$ cat src/rtl/csc_pkg.sv
// Shared constants and types for the configuration and security command controller.
package csc_pkg;

  // ------------------------------------------------------------------
  // Command space
  // ------------------------------------------------------------------
  localparam int unsigned CMD_W          = 7;
  localparam int unsigned DATA_W         = 8;
  localparam logic [6:0]  CMD_SUB_LO     = 7'h3E;
  localparam logic [6:0]  CMD_SUB_HI     = 7'h3F;
  localparam logic [6:0]  CMD_BLOCK      = 7'h40;
  localparam logic [6:0]  CMD_SETTING    = 7'h10;
  localparam logic [6:0]  CMD_STATUS     = 7'h00;
  localparam logic [6:0]  CMD_LEVEL      = 7'h01;
  localparam logic [6:0]  CMD_SIGNATURE  = 7'h02;

  // ------------------------------------------------------------------
  // Subcommands, 16-bit codes
  // ------------------------------------------------------------------
  localparam logic [15:0] SUB_KEY          = 16'h0035;
  localparam logic [15:0] SUB_LOCK         = 16'h0030;
  localparam logic [15:0] SUB_CFG_ENTER    = 16'h0090;
  localparam logic [15:0] SUB_CFG_EXIT     = 16'h0092;
  localparam logic [15:0] SUB_IROM_SIG     = 16'h0009;
  localparam logic [15:0] SUB_DROM_SIG     = 16'h000A;
  localparam logic [15:0] SUB_CFG_SIG      = 16'h000B;
  localparam logic [15:0] SUB_SCRATCH      = 16'h0070;
  localparam logic [15:0] SUB_OTP_COMMIT   = 16'h00A0;
  localparam logic [15:0] SUB_DM_ACCESS    = 16'h0071;

  // ------------------------------------------------------------------
  // Sizes and reset values
  // ------------------------------------------------------------------
  localparam int unsigned SCRATCH_BYTES  = 32;
  localparam int unsigned CFG_WORDS      = 8;
  localparam int unsigned LIVE_WORDS     = 2;
  localparam logic [7:0]  CFG_DEFAULT    = 8'h00;
  localparam logic [15:0] SIG_SEED       = 16'hFFFF;
  localparam logic [15:0] SIG_POLY       = 16'h1021;

  // Default keys; values are arbitrary.
  localparam logic [31:0] KEY_UNLOCK     = 32'h1234_5678;
  localparam logic [31:0] KEY_FULL       = 32'hABCD_EF01;

  // Status byte fields.
  localparam int unsigned ST_LEVEL_LSB   = 0;
  localparam int unsigned ST_HALT_BIT    = 2;
  localparam int unsigned ST_MISM_BIT    = 3;
  localparam int unsigned ST_DIAG_BIT    = 4;
  localparam int unsigned ST_READY_BIT   = 5;

  typedef enum logic [1:0] {
    CSC_LOCKED, CSC_INTERMEDIATE, CSC_FULL
  } csc_level_t;

  typedef enum logic [1:0] {
    CSC_PWR_NORMAL, CSC_PWR_SLEEP, CSC_PWR_RETAIN, CSC_PWR_OFF
  } csc_power_t;

endpackage

$ cat src/rtl/csc_link_if.sv
// Link between host controller and device command controller.
`timescale 1ns/1ns
`default_nettype none
interface csc_link_if;
  logic       req;
  logic       wr;
  logic [6:0] cmd;
  logic [7:0] wdata;
  logic       ack;
  logic [7:0] rdata;

  modport dev  (input req, input wr, input cmd, input wdata, output ack, output rdata);
  modport host (output req, output wr, output cmd, output wdata, input ack, input rdata);
endinterface
`default_nettype wire

$ cat src/rtl/csc_device.sv
// Device end: command decode, settings load, security levels and checks.
// Operation
// 7-bit direct codes act, write or read.
// Subcommands through code pair, block transfers.
// Power-up copies OTP into RAM settings.
// Host rewrites settings if OTP unused.
// Settings kept across normal, sleep, retaining.
// Off state clears; reload defaults or OTP.
// Locked: reads, subset writes, no memory.
// Intermediate adds subcommands and memory access.
// Full privilege modifies all, programs OTP.
// Halt mode stops, restarts with settings.
// Halt entry only at full privilege.
// Level changes need correct key set.
// ROM signatures computed and returned.
// Config signature compared, mismatch flagged.
// Scratchpad readable always, writable full only.
// Live subset writable while operating.
// Integrity checks and diagnostics monitored.
// Wrong keys leave level unchanged.
// Forbidden writes ignored without effect.
`timescale 1ns/1ns
`default_nettype none
module csc_device #(
  parameter logic [31:0] UNLOCK_KEY = csc_pkg::KEY_UNLOCK,
  parameter logic [31:0] FULL_KEY   = csc_pkg::KEY_FULL
) (
  input  wire logic                 ref_clk,
  input  wire logic                 rst_b,
  csc_link_if.dev                   link,
  input  wire csc_pkg::csc_power_t  power_state,
  input  wire logic                 otp_valid,
  input  wire logic [7:0]           otp_cfg_byte,
  output logic [2:0]                otp_addr,
  output logic                      otp_prog,
  output logic [7:0]                otp_prog_data,
  input  wire logic [15:0]          irom_word,
  input  wire logic [15:0]          drom_word,
  input  wire logic                 ref_mismatch,
  input  wire logic                 lfo_fault,
  input  wire logic                 wdog_fault,
  output logic                      halted,
  output logic                      diag_fault,
  output logic [1:0]                level
);
  import csc_pkg::*;

  typedef struct packed {
    csc_level_t                 lvl;
    logic                       halt;
    logic                       loading;
    logic [2:0]                 ld_idx;
    logic [15:0]                sub;
    logic [31:0]                key;
    logic [1:0]                 key_cnt;
    logic [4:0]                 blk_ptr;
    logic [15:0]                sig;
    logic [15:0]                cfg_sig;
    logic [15:0]                stored_sig;
    logic                       mism;
    logic                       diag;
    logic                       ack;
    logic [7:0]                 rdata;
    logic                       prog;
    logic [7:0]                 pdata;
    logic [CFG_WORDS*8-1:0]     cfg;
    logic [SCRATCH_BYTES*8-1:0] scr;
  } csc_dev_state_t;

  csc_dev_state_t st;
  csc_dev_state_t next_st;

  function automatic logic [15:0] crc_step(input logic [15:0] c, input logic [15:0] d);
    logic [15:0] r;
    r = c ^ d;
    for (int i = 0; i < 16; i++) begin
      r = r[15] ? ((r << 1) ^ SIG_POLY) : (r << 1);
    end
    return r;
  endfunction

  function automatic logic sub_allowed(input logic [15:0] s, input csc_level_t l);
    if (s == SUB_KEY || s == SUB_LOCK || s == SUB_IROM_SIG || s == SUB_DROM_SIG) begin
      return 1'b1;
    end else if (s == SUB_SCRATCH || s == SUB_CFG_SIG) begin
      return 1'b1;
    end else if (s == SUB_DM_ACCESS) begin
      return l != CSC_LOCKED;
    end else begin
      return l == CSC_FULL;
    end
  endfunction

  logic [15:0] cfg_crc;

  // ------------------------------------------------------------------
  // Configuration signature over static settings
  // ------------------------------------------------------------------
  // static data signature
  always_comb begin
    cfg_crc = SIG_SEED;
    for (int i = LIVE_WORDS; i < CFG_WORDS; i++) begin
      cfg_crc = crc_step(cfg_crc, {8'h00, st.cfg[i*8 +: 8]});
    end
  end

  // ------------------------------------------------------------------
  // Next state
  // ------------------------------------------------------------------
  always_comb begin
    next_st      = st;
    next_st.ack  = 1'b0;
    next_st.prog = 1'b0;
    // diagnostics latch
    if (ref_mismatch || lfo_fault || wdog_fault) begin
      next_st.diag = 1'b1;
    end
    // off state clears memory
    if (power_state == CSC_PWR_OFF) begin
      next_st.cfg     = '0;
      next_st.scr     = '0;
      next_st.lvl     = CSC_LOCKED;
      next_st.halt    = 1'b0;
      next_st.loading = 1'b1;
      next_st.ld_idx  = '0;
      next_st.stored_sig = SIG_SEED;
    end else if (st.loading) begin
      // copy OTP into settings
      next_st.cfg[st.ld_idx*8 +: 8] = otp_valid ? otp_cfg_byte : CFG_DEFAULT;
      // power-up memory check
      if (st.ld_idx >= 3'(LIVE_WORDS)) begin
        next_st.stored_sig = crc_step(st.stored_sig,
                                      {8'h00, otp_valid ? otp_cfg_byte : CFG_DEFAULT});
      end
      next_st.ld_idx     = st.ld_idx + 3'd1;
      if (st.ld_idx == 3'(CFG_WORDS - 1)) begin
        next_st.loading = 1'b0;
      end
    end else if (link.req && !st.ack) begin
      // retained states keep settings
      next_st.ack = 1'b1;
      if (link.wr) begin
        // direct write codes
        if (link.cmd == CMD_SUB_LO) begin
          // subcommand low byte
          next_st.sub[7:0] = link.wdata;
          next_st.blk_ptr  = '0;
        end else if (link.cmd == CMD_SUB_HI) begin
          next_st.sub[15:8] = link.wdata;
          next_st.sig       = SIG_SEED;
          if ({link.wdata, st.sub[7:0]} == SUB_LOCK) begin
            next_st.lvl = CSC_LOCKED;
          end else if ({link.wdata, st.sub[7:0]} == SUB_CFG_ENTER) begin
            // halt entry needs full privilege
            if (st.lvl == CSC_FULL) begin
              next_st.halt = 1'b1;
            end
          end else if ({link.wdata, st.sub[7:0]} == SUB_CFG_EXIT) begin
            // restart with new settings
            next_st.halt = 1'b0;
          end else if ({link.wdata, st.sub[7:0]} == SUB_CFG_SIG) begin
            next_st.cfg_sig = cfg_crc;
            next_st.mism    = cfg_crc != st.stored_sig;
          end else if ({link.wdata, st.sub[7:0]} == SUB_KEY) begin
            next_st.key_cnt = '0;
          end
        end else if (link.cmd >= CMD_BLOCK && sub_allowed(st.sub, st.lvl)) begin
          // block write into subcommand buffer
          next_st.blk_ptr = st.blk_ptr + 5'd1;
          if (st.sub == SUB_KEY) begin
            next_st.key = {st.key[23:0], link.wdata};
            next_st.key_cnt = st.key_cnt + 2'd1;
            // key set changes level
            if (st.key_cnt == 2'd3) begin
              if ({st.key[23:0], link.wdata} == UNLOCK_KEY && st.lvl == CSC_LOCKED) begin
                next_st.lvl = CSC_INTERMEDIATE;
              end else if ({st.key[23:0], link.wdata} == FULL_KEY
                           && st.lvl == CSC_INTERMEDIATE) begin
                next_st.lvl = CSC_FULL;
              end
              // bad keys leave level unchanged
            end
          end else if (st.sub == SUB_SCRATCH && st.lvl == CSC_FULL) begin
            // scratchpad write at full only
            next_st.scr[st.blk_ptr*8 +: 8] = link.wdata;
          end else if (st.sub == SUB_DM_ACCESS) begin
            // intermediate writes data memory
            if (st.halt || st.lvl == CSC_FULL || st.blk_ptr >= 5'(LIVE_WORDS)) begin
              if (st.blk_ptr < 5'(CFG_WORDS)) begin
                next_st.cfg[st.blk_ptr[2:0]*8 +: 8] = link.wdata;
              end
            end
          end else if (st.sub == SUB_OTP_COMMIT && st.lvl == CSC_FULL) begin
            // full privilege programs OTP
            next_st.prog  = 1'b1;
            next_st.pdata = st.scr[st.blk_ptr*8 +: 8];
          end
        end else if (link.cmd >= CMD_SETTING && link.cmd < CMD_SETTING + 7'(LIVE_WORDS)) begin
          // live subset writable at any level
          next_st.cfg[link.cmd[0]*8 +: 8] = link.wdata;
        end
        // other writes refused when locked
        // refused writes leave state
      end else begin
        if (link.cmd == CMD_STATUS) begin
          next_st.rdata = {2'b00, 1'b1, st.diag, st.mism, st.halt, st.lvl};
        end else if (link.cmd == CMD_LEVEL) begin
          next_st.rdata = {6'd0, st.lvl};
        end else if (link.cmd >= CMD_BLOCK && sub_allowed(st.sub, st.lvl)) begin
          next_st.blk_ptr = st.blk_ptr + 5'd1;
          if (st.sub == SUB_SCRATCH) begin
            next_st.rdata = st.scr[st.blk_ptr*8 +: 8];
          end else if (st.sub == SUB_IROM_SIG || st.sub == SUB_DROM_SIG) begin
            // ROM signature readback
            next_st.sig   = crc_step(st.sig, st.sub == SUB_IROM_SIG ? irom_word : drom_word);
            next_st.rdata = st.blk_ptr[0] ? st.sig[15:8] : st.sig[7:0];
          end else if (st.sub == SUB_CFG_SIG) begin
            next_st.rdata = st.blk_ptr[0] ? {7'd0, st.mism} : st.cfg_sig[7:0];
          end else if (st.sub == SUB_DM_ACCESS && st.blk_ptr < 5'(CFG_WORDS)) begin
            next_st.rdata = st.cfg[st.blk_ptr[2:0]*8 +: 8];
          end else begin
            next_st.rdata = 8'h00;
          end
        end else if (link.cmd >= CMD_SETTING && link.cmd < CMD_SETTING + 7'(LIVE_WORDS)) begin
          next_st.rdata = st.cfg[link.cmd[0]*8 +: 8];
        end else begin
          next_st.rdata = 8'h00;
        end
      end
    end
  end

  // ------------------------------------------------------------------
  // State register
  // ------------------------------------------------------------------
  always_ff @(posedge ref_clk or negedge rst_b) begin
    if (!rst_b) begin
      st            <= '0;
      st.loading    <= 1'b1;
      st.sig        <= SIG_SEED;
      st.stored_sig <= SIG_SEED;
    end else begin
      st <= next_st;
    end
  end

  assign link.ack      = st.ack;
  assign link.rdata    = st.rdata;
  assign otp_addr      = st.ld_idx;
  assign otp_prog      = st.prog;
  assign otp_prog_data = st.pdata;
  assign halted        = st.halt;
  assign diag_fault    = st.diag;
  assign level         = st.lvl;
endmodule
`default_nettype wire

$ cat src/flat_wrapper.sv
// flat-port wrapper written by rule: the top's interface ports become plain ports
module csc_device_flat import csc_pkg::*;
#(
  parameter logic [31:0] UNLOCK_KEY = csc_pkg::KEY_UNLOCK,
  parameter logic [31:0] FULL_KEY   = csc_pkg::KEY_FULL
)
  (ref_clk, rst_b, power_state, otp_valid, otp_cfg_byte, otp_addr, otp_prog, otp_prog_data, irom_word, drom_word, ref_mismatch, lfo_fault, wdog_fault, halted, diag_fault, level, link_req, link_wr, link_cmd, link_wdata, link_ack, link_rdata);
  csc_link_if link_i ();
  input  wire logic ref_clk;
  input  wire logic rst_b;
  input  wire csc_pkg::csc_power_t power_state;
  input  wire logic otp_valid;
  input  wire logic [7:0] otp_cfg_byte;
  output logic [2:0] otp_addr;
  output logic otp_prog;
  output logic [7:0] otp_prog_data;
  input  wire logic [15:0] irom_word;
  input  wire logic [15:0] drom_word;
  input  wire logic ref_mismatch;
  input  wire logic lfo_fault;
  input  wire logic wdog_fault;
  output logic halted;
  output logic diag_fault;
  output logic [1:0] level;
  input wire logic [$bits(link_i.req)-1:0] link_req;
  input wire logic [$bits(link_i.wr)-1:0] link_wr;
  input wire logic [$bits(link_i.cmd)-1:0] link_cmd;
  input wire logic [$bits(link_i.wdata)-1:0] link_wdata;
  output wire logic [$bits(link_i.ack)-1:0] link_ack;
  output wire logic [$bits(link_i.rdata)-1:0] link_rdata;
  assign link_i.req = link_req;
  assign link_i.wr = link_wr;
  assign link_i.cmd = link_cmd;
  assign link_i.wdata = link_wdata;
  assign link_ack = link_i.ack;
  assign link_rdata = link_i.rdata;
  csc_device #(.UNLOCK_KEY(UNLOCK_KEY), .FULL_KEY(FULL_KEY)) u_core (.ref_clk(ref_clk), .rst_b(rst_b), .link(link_i), .power_state(power_state), .otp_valid(otp_valid), .otp_cfg_byte(otp_cfg_byte), .otp_addr(otp_addr), .otp_prog(otp_prog), .otp_prog_data(otp_prog_data), .irom_word(irom_word), .drom_word(drom_word), .ref_mismatch(ref_mismatch), .lfo_fault(lfo_fault), .wdog_fault(wdog_fault), .halted(halted), .diag_fault(diag_fault), .level(level));
endmodule
$ cat config.mk
export PLATFORM = sky130hd
export DESIGN_NAME = csc_device_flat
export DESIGN_NICKNAME = d
export VERILOG_FILES = /design/src/rtl/csc_pkg.sv /design/src/rtl/csc_link_if.sv /design/src/rtl/csc_device.sv /design/src/flat_wrapper.sv
export SDC_FILE = /design/constraint.sdc
export NUM_CORES = 1
export LEC_CHECK = 0
export BUFFER_PORTS_ARGS = -buffer_cell sky130_fd_sc_hd__buf_2
export CAP_MARGIN = 15
export CORE_MARGIN = 3
export CORE_UTILIZATION = 50
export CTS_BUF_LIST = sky130_fd_sc_hd__clkbuf_4
export CTS_CLUSTER_SIZE = 30
export DETAILED_ROUTE_END_ITERATION = 8
export HOLD_SLACK_MARGIN = 0.05
export PLACE_DENSITY_LB_ADDON = 0.25
export SLEW_MARGIN = 20
export SYNTH_ARGS = -nofsm -noshare
export SYNTH_HDL_FRONTEND = slang
export SYNTH_SLANG_ARGS = --single-unit
$ cat constraint.sdc
create_clock -name ref_clk -period 5.35 [get_ports ref_clk]
set_clock_uncertainty 0.1 [all_clocks]
set_input_delay 0.535 -clock ref_clk [delete_from_list [all_inputs] [get_ports ref_clk]]
set_output_delay 0.535 -clock ref_clk [all_outputs]
set_load 0.01 [all_outputs]
==> results of run 1 <==
cell families (layout without fill, tap and decap cells):
group	Yosys count	count (layout)
adder cells (fa/ha/maj)	13	13
AO/OA/AOI/OAI	590	590
other	0	4
AND/OR/NAND/NOR	750	750
multiplexers	197	197
flip-flops	434	434
XOR/XNOR	308	308
buffers and inverters	171	367
stage by stage:
step / util / area [um2] / hold slack, ns
floorplan: - / 25100 / 0.139
global placement: 0.531 / 26100 / 0.350
detailed placement: 0.531 / 26100 / 0.358
CTS: 0.563 / 27700 / 0.0684
global route: 0.564 / 27800 / 0.0899
finish: 0.564 / 27800 / 0.107
how the worst max path moves through the flow:
stage	depth (start not counted)	from	to	slack (ns)
4_1_cts	12	u_core.st[278]	u_core.st[339]	0.21
6_report	12	u_core.st[279]	u_core.st[339]	0.29
5_1_grt	12	u_core.st[278]	u_core.st[339]	0.03
3_5_place_dp	12	u_core.st[278]	u_core.st[339]	0.19
3_3_place_gp	12	u_core.st[278]	u_core.st[339]	0.22
2_1_floorplan	13	u_core.st[273]	u_core.st[339]	0.72
critical path, delay by kind of cell (launching register included):
family / cells / cell delay [ns]
compound gates: 2 / 0.46
xor+xnor: 9 / 3.76
mux: 1 / 0.22
flops: 1 / 0.41
Yosys cell counts (all sizes together), types with 32 or more instances:
cell,n,area [um2]
mux2,63,709
xor2,66,608
a22oi,51,383
a21oi,108,541
nor2,135,507
mux2i,61,611
xnor2,179,1650
mux4,73,1640
o21ai,325,1630
buf,57,310
nand2,427,1600
dfrtp,401,10000
dfstp,33,867
nor3,32,160
clkbuf,99,373
xnor3,55,1240
what timing repair did:
| item | CTS | global route |
|---|---|---|
| hold buffers | 14 | 0 |
| hold endpoints to repair | 87 | 0 |
| gates resized for setup | 0 | 3 |
| setup endpoints to repair | 0 | 1 |
sequential cells by signal (all words and copies together) (netlist names):
name / cells
u_core.st: 409
u_core.link.rdata: 8
u_core.otp_prog_data: 8
u_core.otp_addr: 3
u_core.level: 2
u_core.diag_fault: 1
u_core.halted: 1
u_core.link.ack: 1
u_core.otp_prog: 1
final cells by class:
type | instances | area (um2)
multi-input cells | 1858 | 13500
inverters | 15 | 56.3
repair buffers | 149 | 991
well taps | 664 | 831
clock buffers | 165 | 1240
diodes | 4 | 10.0
clock inverters | 38 | 208
flip-flops and latches | 434 | 10900
fillers | 4356 | 21500
routing by layer:
layer	vias up	routed length (um)	global-route usage
met5	-	107	0
met4	2	4790	0.161
met3	246	5770	0.0632
met2	975	37300	0.480
met1	10200	32100	0.392
li1	9001	-	-
==> out/results.ini, run 1 <==
[timing]
slew_violations=0
relSlewSlack=0.266
hold_viol_final=0
fin_ws_ns=0.289
min_period_ns=5.06
setup_viol=0
max_freq_mhz=198
finalCritPeriodShare=0.946
final.setup.tns_ns=0
rsz0062_at_grt=no
worst_pin_slew_ns=1.09

[drt]
first_pass_iters=5
drc_errors=0
vias=20400
drt_iter0_markers=1952
routed_wl_um=80100
viasPerCell=6.13
ant_nets=0
wl_per_cell_um=24.1

[synth]
synthSimpleGateAreaFrac=0.130
synth_compound_gate_area_share=0.135
synth_warnings=0
synth.area.mux_share=0.118
synth_xor_area_frac=0.147
synth_top_family_by_area=XOR/XNOR gates
avgSynthCellArea_um2=10.2
async_flop_share=1.00
synth-edff-count=0
synthesis.nets=2541
synthAdderAreaFrac=0.00647
synthCells=2463
ys_ff_latch=434
yosysSeqAreaShare=0.434
syn_area_mm2=0.0251
yosysUniqueCellTypes=68
synth_top_flop_cell=dfrtp_1

[setup_path]
r2r_cells=12
cp-end-kind=register
required_ns=5.99
regToRegSetupSlack_ns=0.29
reg2reg_to=u_core.st[339]
cpMaxStageDelayCell=xor3_1
cp-start-kind=register
cp_slowest_stage_delay_ns=0.59
r2r_start=u_core.st[279]
crit_chain=xor3_1, xnor2_2, xnor3_1, xnor3_1, xnor3_1, xnor3_1, xor2_1, xnor3_1, xnor2_1, mux2i_1, o2111ai_1, o32a_1
cpMostUsedCell=xnor3_1
worstSetupPathType=register to register
cp_max_fo=4
cp_data_arrival_time_ns=5.70

[placed_design]
gp_congestion=0.972
dpl.cell_count=3106
numPortBuffers=89
hpwlAfterDp_um=56600
pre_cts_ws_ns=0.190

[finish]
layout_common_cells=426 x nand2_1, 399 x dfrtp_1, 322 x o21ai_0
drive_above_1_share=0.194
final_cells=3327
finalNetCount=2652
syn_to_final_growth_pct=10.5
mostFrequentLayoutCell=nand2_1

[global_routing]
grtUsageTotal=0.303
grt_pass1_vias=20300
grt_max_degree=154
grt_pass1_wl_um=122000
grt_overflow_total=0
antenna_found_initial=2

[die]
start_util=0.510
die_area_mm2=0.0530
pin_count=90
rows=81
die-width_um=230
core_mm2=0.0493
fp.dieH_um=230

[clock_network]
clkSlewWorstSetupHoldPaths_ns=0.07
cts_tree=done
numCtsBuffers=116
cts-htree-levels=3
cts_setup_buffers=0
clk_latency_ns=0.92
cts_buffer_depth=3
numClockSinks=434
clock_tree.root_cell=clkbuf_4

[min_path]
hp-class=primary input to register
hold_path_depth=5
hp-start=link_cmd[3]
min_delay_worst_endpoint=u_core.link.rdata[0]

[run_status]
status=finished, final reports clean

[run]
cap_violations=0

Power of run 1 is not shown: default switching activity piles up to over one toggle a cycle in this logic, so the estimate is an artifact.
==> inputs of run 2 (changes only) <==
CTS_BUF_LIST = unset   (was sky130_fd_sc_hd__clkbuf_4)
GPL_TIMING_DRIVEN = 0   (was unset)
==> run 2 against run 1 <==
Compared with the run above:
- via count is 1.2% higher
- maximum frequency decreased by 2.7%
- design area increased by 2.3%
- sequential share of layout area down 0.89 points
- setup slack worse by 0.14 ns
- critical path type unchanged
==> out/results.ini, run 2 (same netlist as run 1, synthesis figures left out) <==
[clock_network]
numCtsBuffers=48  ; -59%
numClockSinks=434  ; unchanged
clkSlewWorstSetupHoldPaths_ns=0.06  ; about the same
cts_buffer_depth=3  ; unchanged
cts-htree-levels=2  ; -1
cts_setup_buffers=0  ; unchanged
clk_latency_ns=0.60  ; -0.32 ns
clock_tree.root_cell=clkbuf_16
cts_tree=done

[setup_path]
required_ns=5.72  ; -0.27 ns
r2r_start=u_core.st[279]
startpoint=u_core.st[279]
cp-end-kind=register
reg2reg_to=u_core.st[339]
cp_max_fo=8  ; +4
regToRegSetupSlack_ns=0.15  ; -0.14 ns
r2r_cells=13  ; +1
cp_data_arrival_time_ns=5.57  ; -0.13 ns
cp-start-kind=register
worstSetupPathType=register to register

[die]
die_area_mm2=0.0530  ; unchanged
core_mm2=0.0493  ; unchanged
start_util=0.510  ; unchanged
die-width_um=230  ; unchanged
pin_count=90  ; unchanged
fp.dieH_um=230  ; unchanged
rows=81  ; unchanged

[drt]
ant_nets=0  ; unchanged
wl_per_cell_um=25.5  ; +5.7%
routed_wl_um=84200  ; +5.1%
drt_iter0_markers=2024  ; +3.7%
viasPerCell=6.24  ; +1.8%
first_pass_iters=6  ; +1
vias=20600  ; +1.2%
drc_errors=0  ; unchanged

[global_routing]
antenna_found_initial=1  ; -1
grt_pass1_wl_um=127000  ; +3.7%
grt_max_degree=90  ; -42%
grtUsageTotal=0.315  ; +0.0128
grt_overflow_total=0  ; unchanged
grt_pass1_vias=20600  ; +1.6%

[timing]
hold_viol_final=0  ; unchanged
finalCritPeriodShare=0.972  ; +0.0262
worst_pin_slew_ns=1.21  ; +0.115 ns
final.setup.tns_ns=0  ; unchanged
min_period_ns=5.20  ; +0.140 ns
rsz0062_at_grt=no
relSlewSlack=0.195  ; -0.0711
setup_viol=0  ; unchanged
max_freq_mhz=192  ; -2.7%
slew_violations=0  ; unchanged

[min_path]
hp-class=primary input to register
hold_path_depth=3  ; -2
min_delay_worst_endpoint=u_core.link.ack
hp-start=link_req

[finish]
drive_above_1_share=0.160  ; -0.0348
finalNetCount=2684  ; +1.2%
mostFrequentLayoutCell=nand2_1
max_flop_register=u_core.st
final_cells=3307  ; -0.60%
layout_common_cells=427 x nand2_1, 400 x dfrtp_1, 322 x o21ai_0
num_antenna_cells=0  ; -4
largest_reg_flops=409  ; unchanged
syn_to_final_growth_pct=13.0

[placed_design]
numPortBuffers=87  ; -2.2%
dpl.cell_count=3219  ; +3.6%
hpwlAfterDp_um=62100  ; +9.7%
gp_congestion=1.02  ; +5.4%

[run_status]
status=finished, final reports clean

[run]
cap_violations=0  ; unchanged

[run 2: cell types whose count changed in the layout (fill, tap and decap cells not counted), moves of 11 or more]
| cell | before | now |
|---|---|---|
| buf_4 | 42 | 23 |
| clkbuf_4 | 165 | 2 |
| clkinv_1 | 25 | 1 |
| clkbuf_16 | 0 | 49 |
| buf_1 | 0 | 24 |
| clkbuf_1 | 0 | 105 |
| clkbuf_8 | 0 | 12 |
| dlygate4sd3_1 | 14 | 3 |
[run 2: per-layer routing]
metal,up-vias,GRT usage,wire length (um)
met2,1129,0.506,38900
met5,-,0,0
met4,0,0.158,4890
li1,8969,-,-
met3,279,0.0570,7550
met1,10300,0.414,32800
[run 2: worst max path at each step]
| stage | endpoint | slack, ns | depth (start not counted) |
|---|---|---|---|
| 5_1_grt | u_core.st[339] | 0.008 | 13 |
| 4_1_cts | u_core.st[339] | 0.006 | 13 |
| 3_3_place_gp | u_core.st[174] | -4.83 | 1 |
| 6_report | u_core.st[339] | 0.15 | 13 |
| 2_1_floorplan | u_core.st[339] | 0.72 | 13 |
| 3_5_place_dp | u_core.st[265] | -0.99 | 14 |
[run 2: stage by stage]
step / hold slack, ns / area, um2 / worst slack (ns) / utilization
floorplan: 0.139 / 25100 / 0.720 / -
global placement: 0.356 / 26400 / -4.83 / 0.536
detailed placement: 0.359 / 26600 / -0.990 / 0.539
CTS: 0.303 / 28300 / 0.00612 / 0.574
global route: 0.361 / 28400 / 0.00767 / 0.576
finish: 0.342 / 28400 / 0.149 / 0.576
[run 2: final cells by class]
class | count | area [um2]
fillers | 4248 | 20900
clock buffers | 72 | 1430
clock inverters | 15 | 221
inverters | 15 | 56.3
flip-flops and latches | 434 | 10900
plain buffers | 154 | 686
well taps | 664 | 831
repair buffers | 95 | 613
multi-input cells | 1858 | 13600
[run 2: repair_timing]
action	in CTS	in global routing
endpoints found under the setup margin	332	112
resized for setup	7	24
cloned	0	0
hold endpoints to repair	59	0
pin swaps	0	3
hold buffers	3	0
[run 2: worst max-delay path: stages, from the launching register on]
cell and delay, ns:
dfrtp_1 0.32, buf_4 0.22, xor3_2 0.58, xnor2_4 0.27, xnor3_1 0.50, xnor3_1 0.29, xnor3_1 0.49, xnor3_1 0.37
xor3_2 0.33, xor2_4 0.28, xnor3_2 0.56, xnor2_2 0.19, mux2i_2 0.19, o32a_1 0.36
Power of run 2 is left out for the same reason.
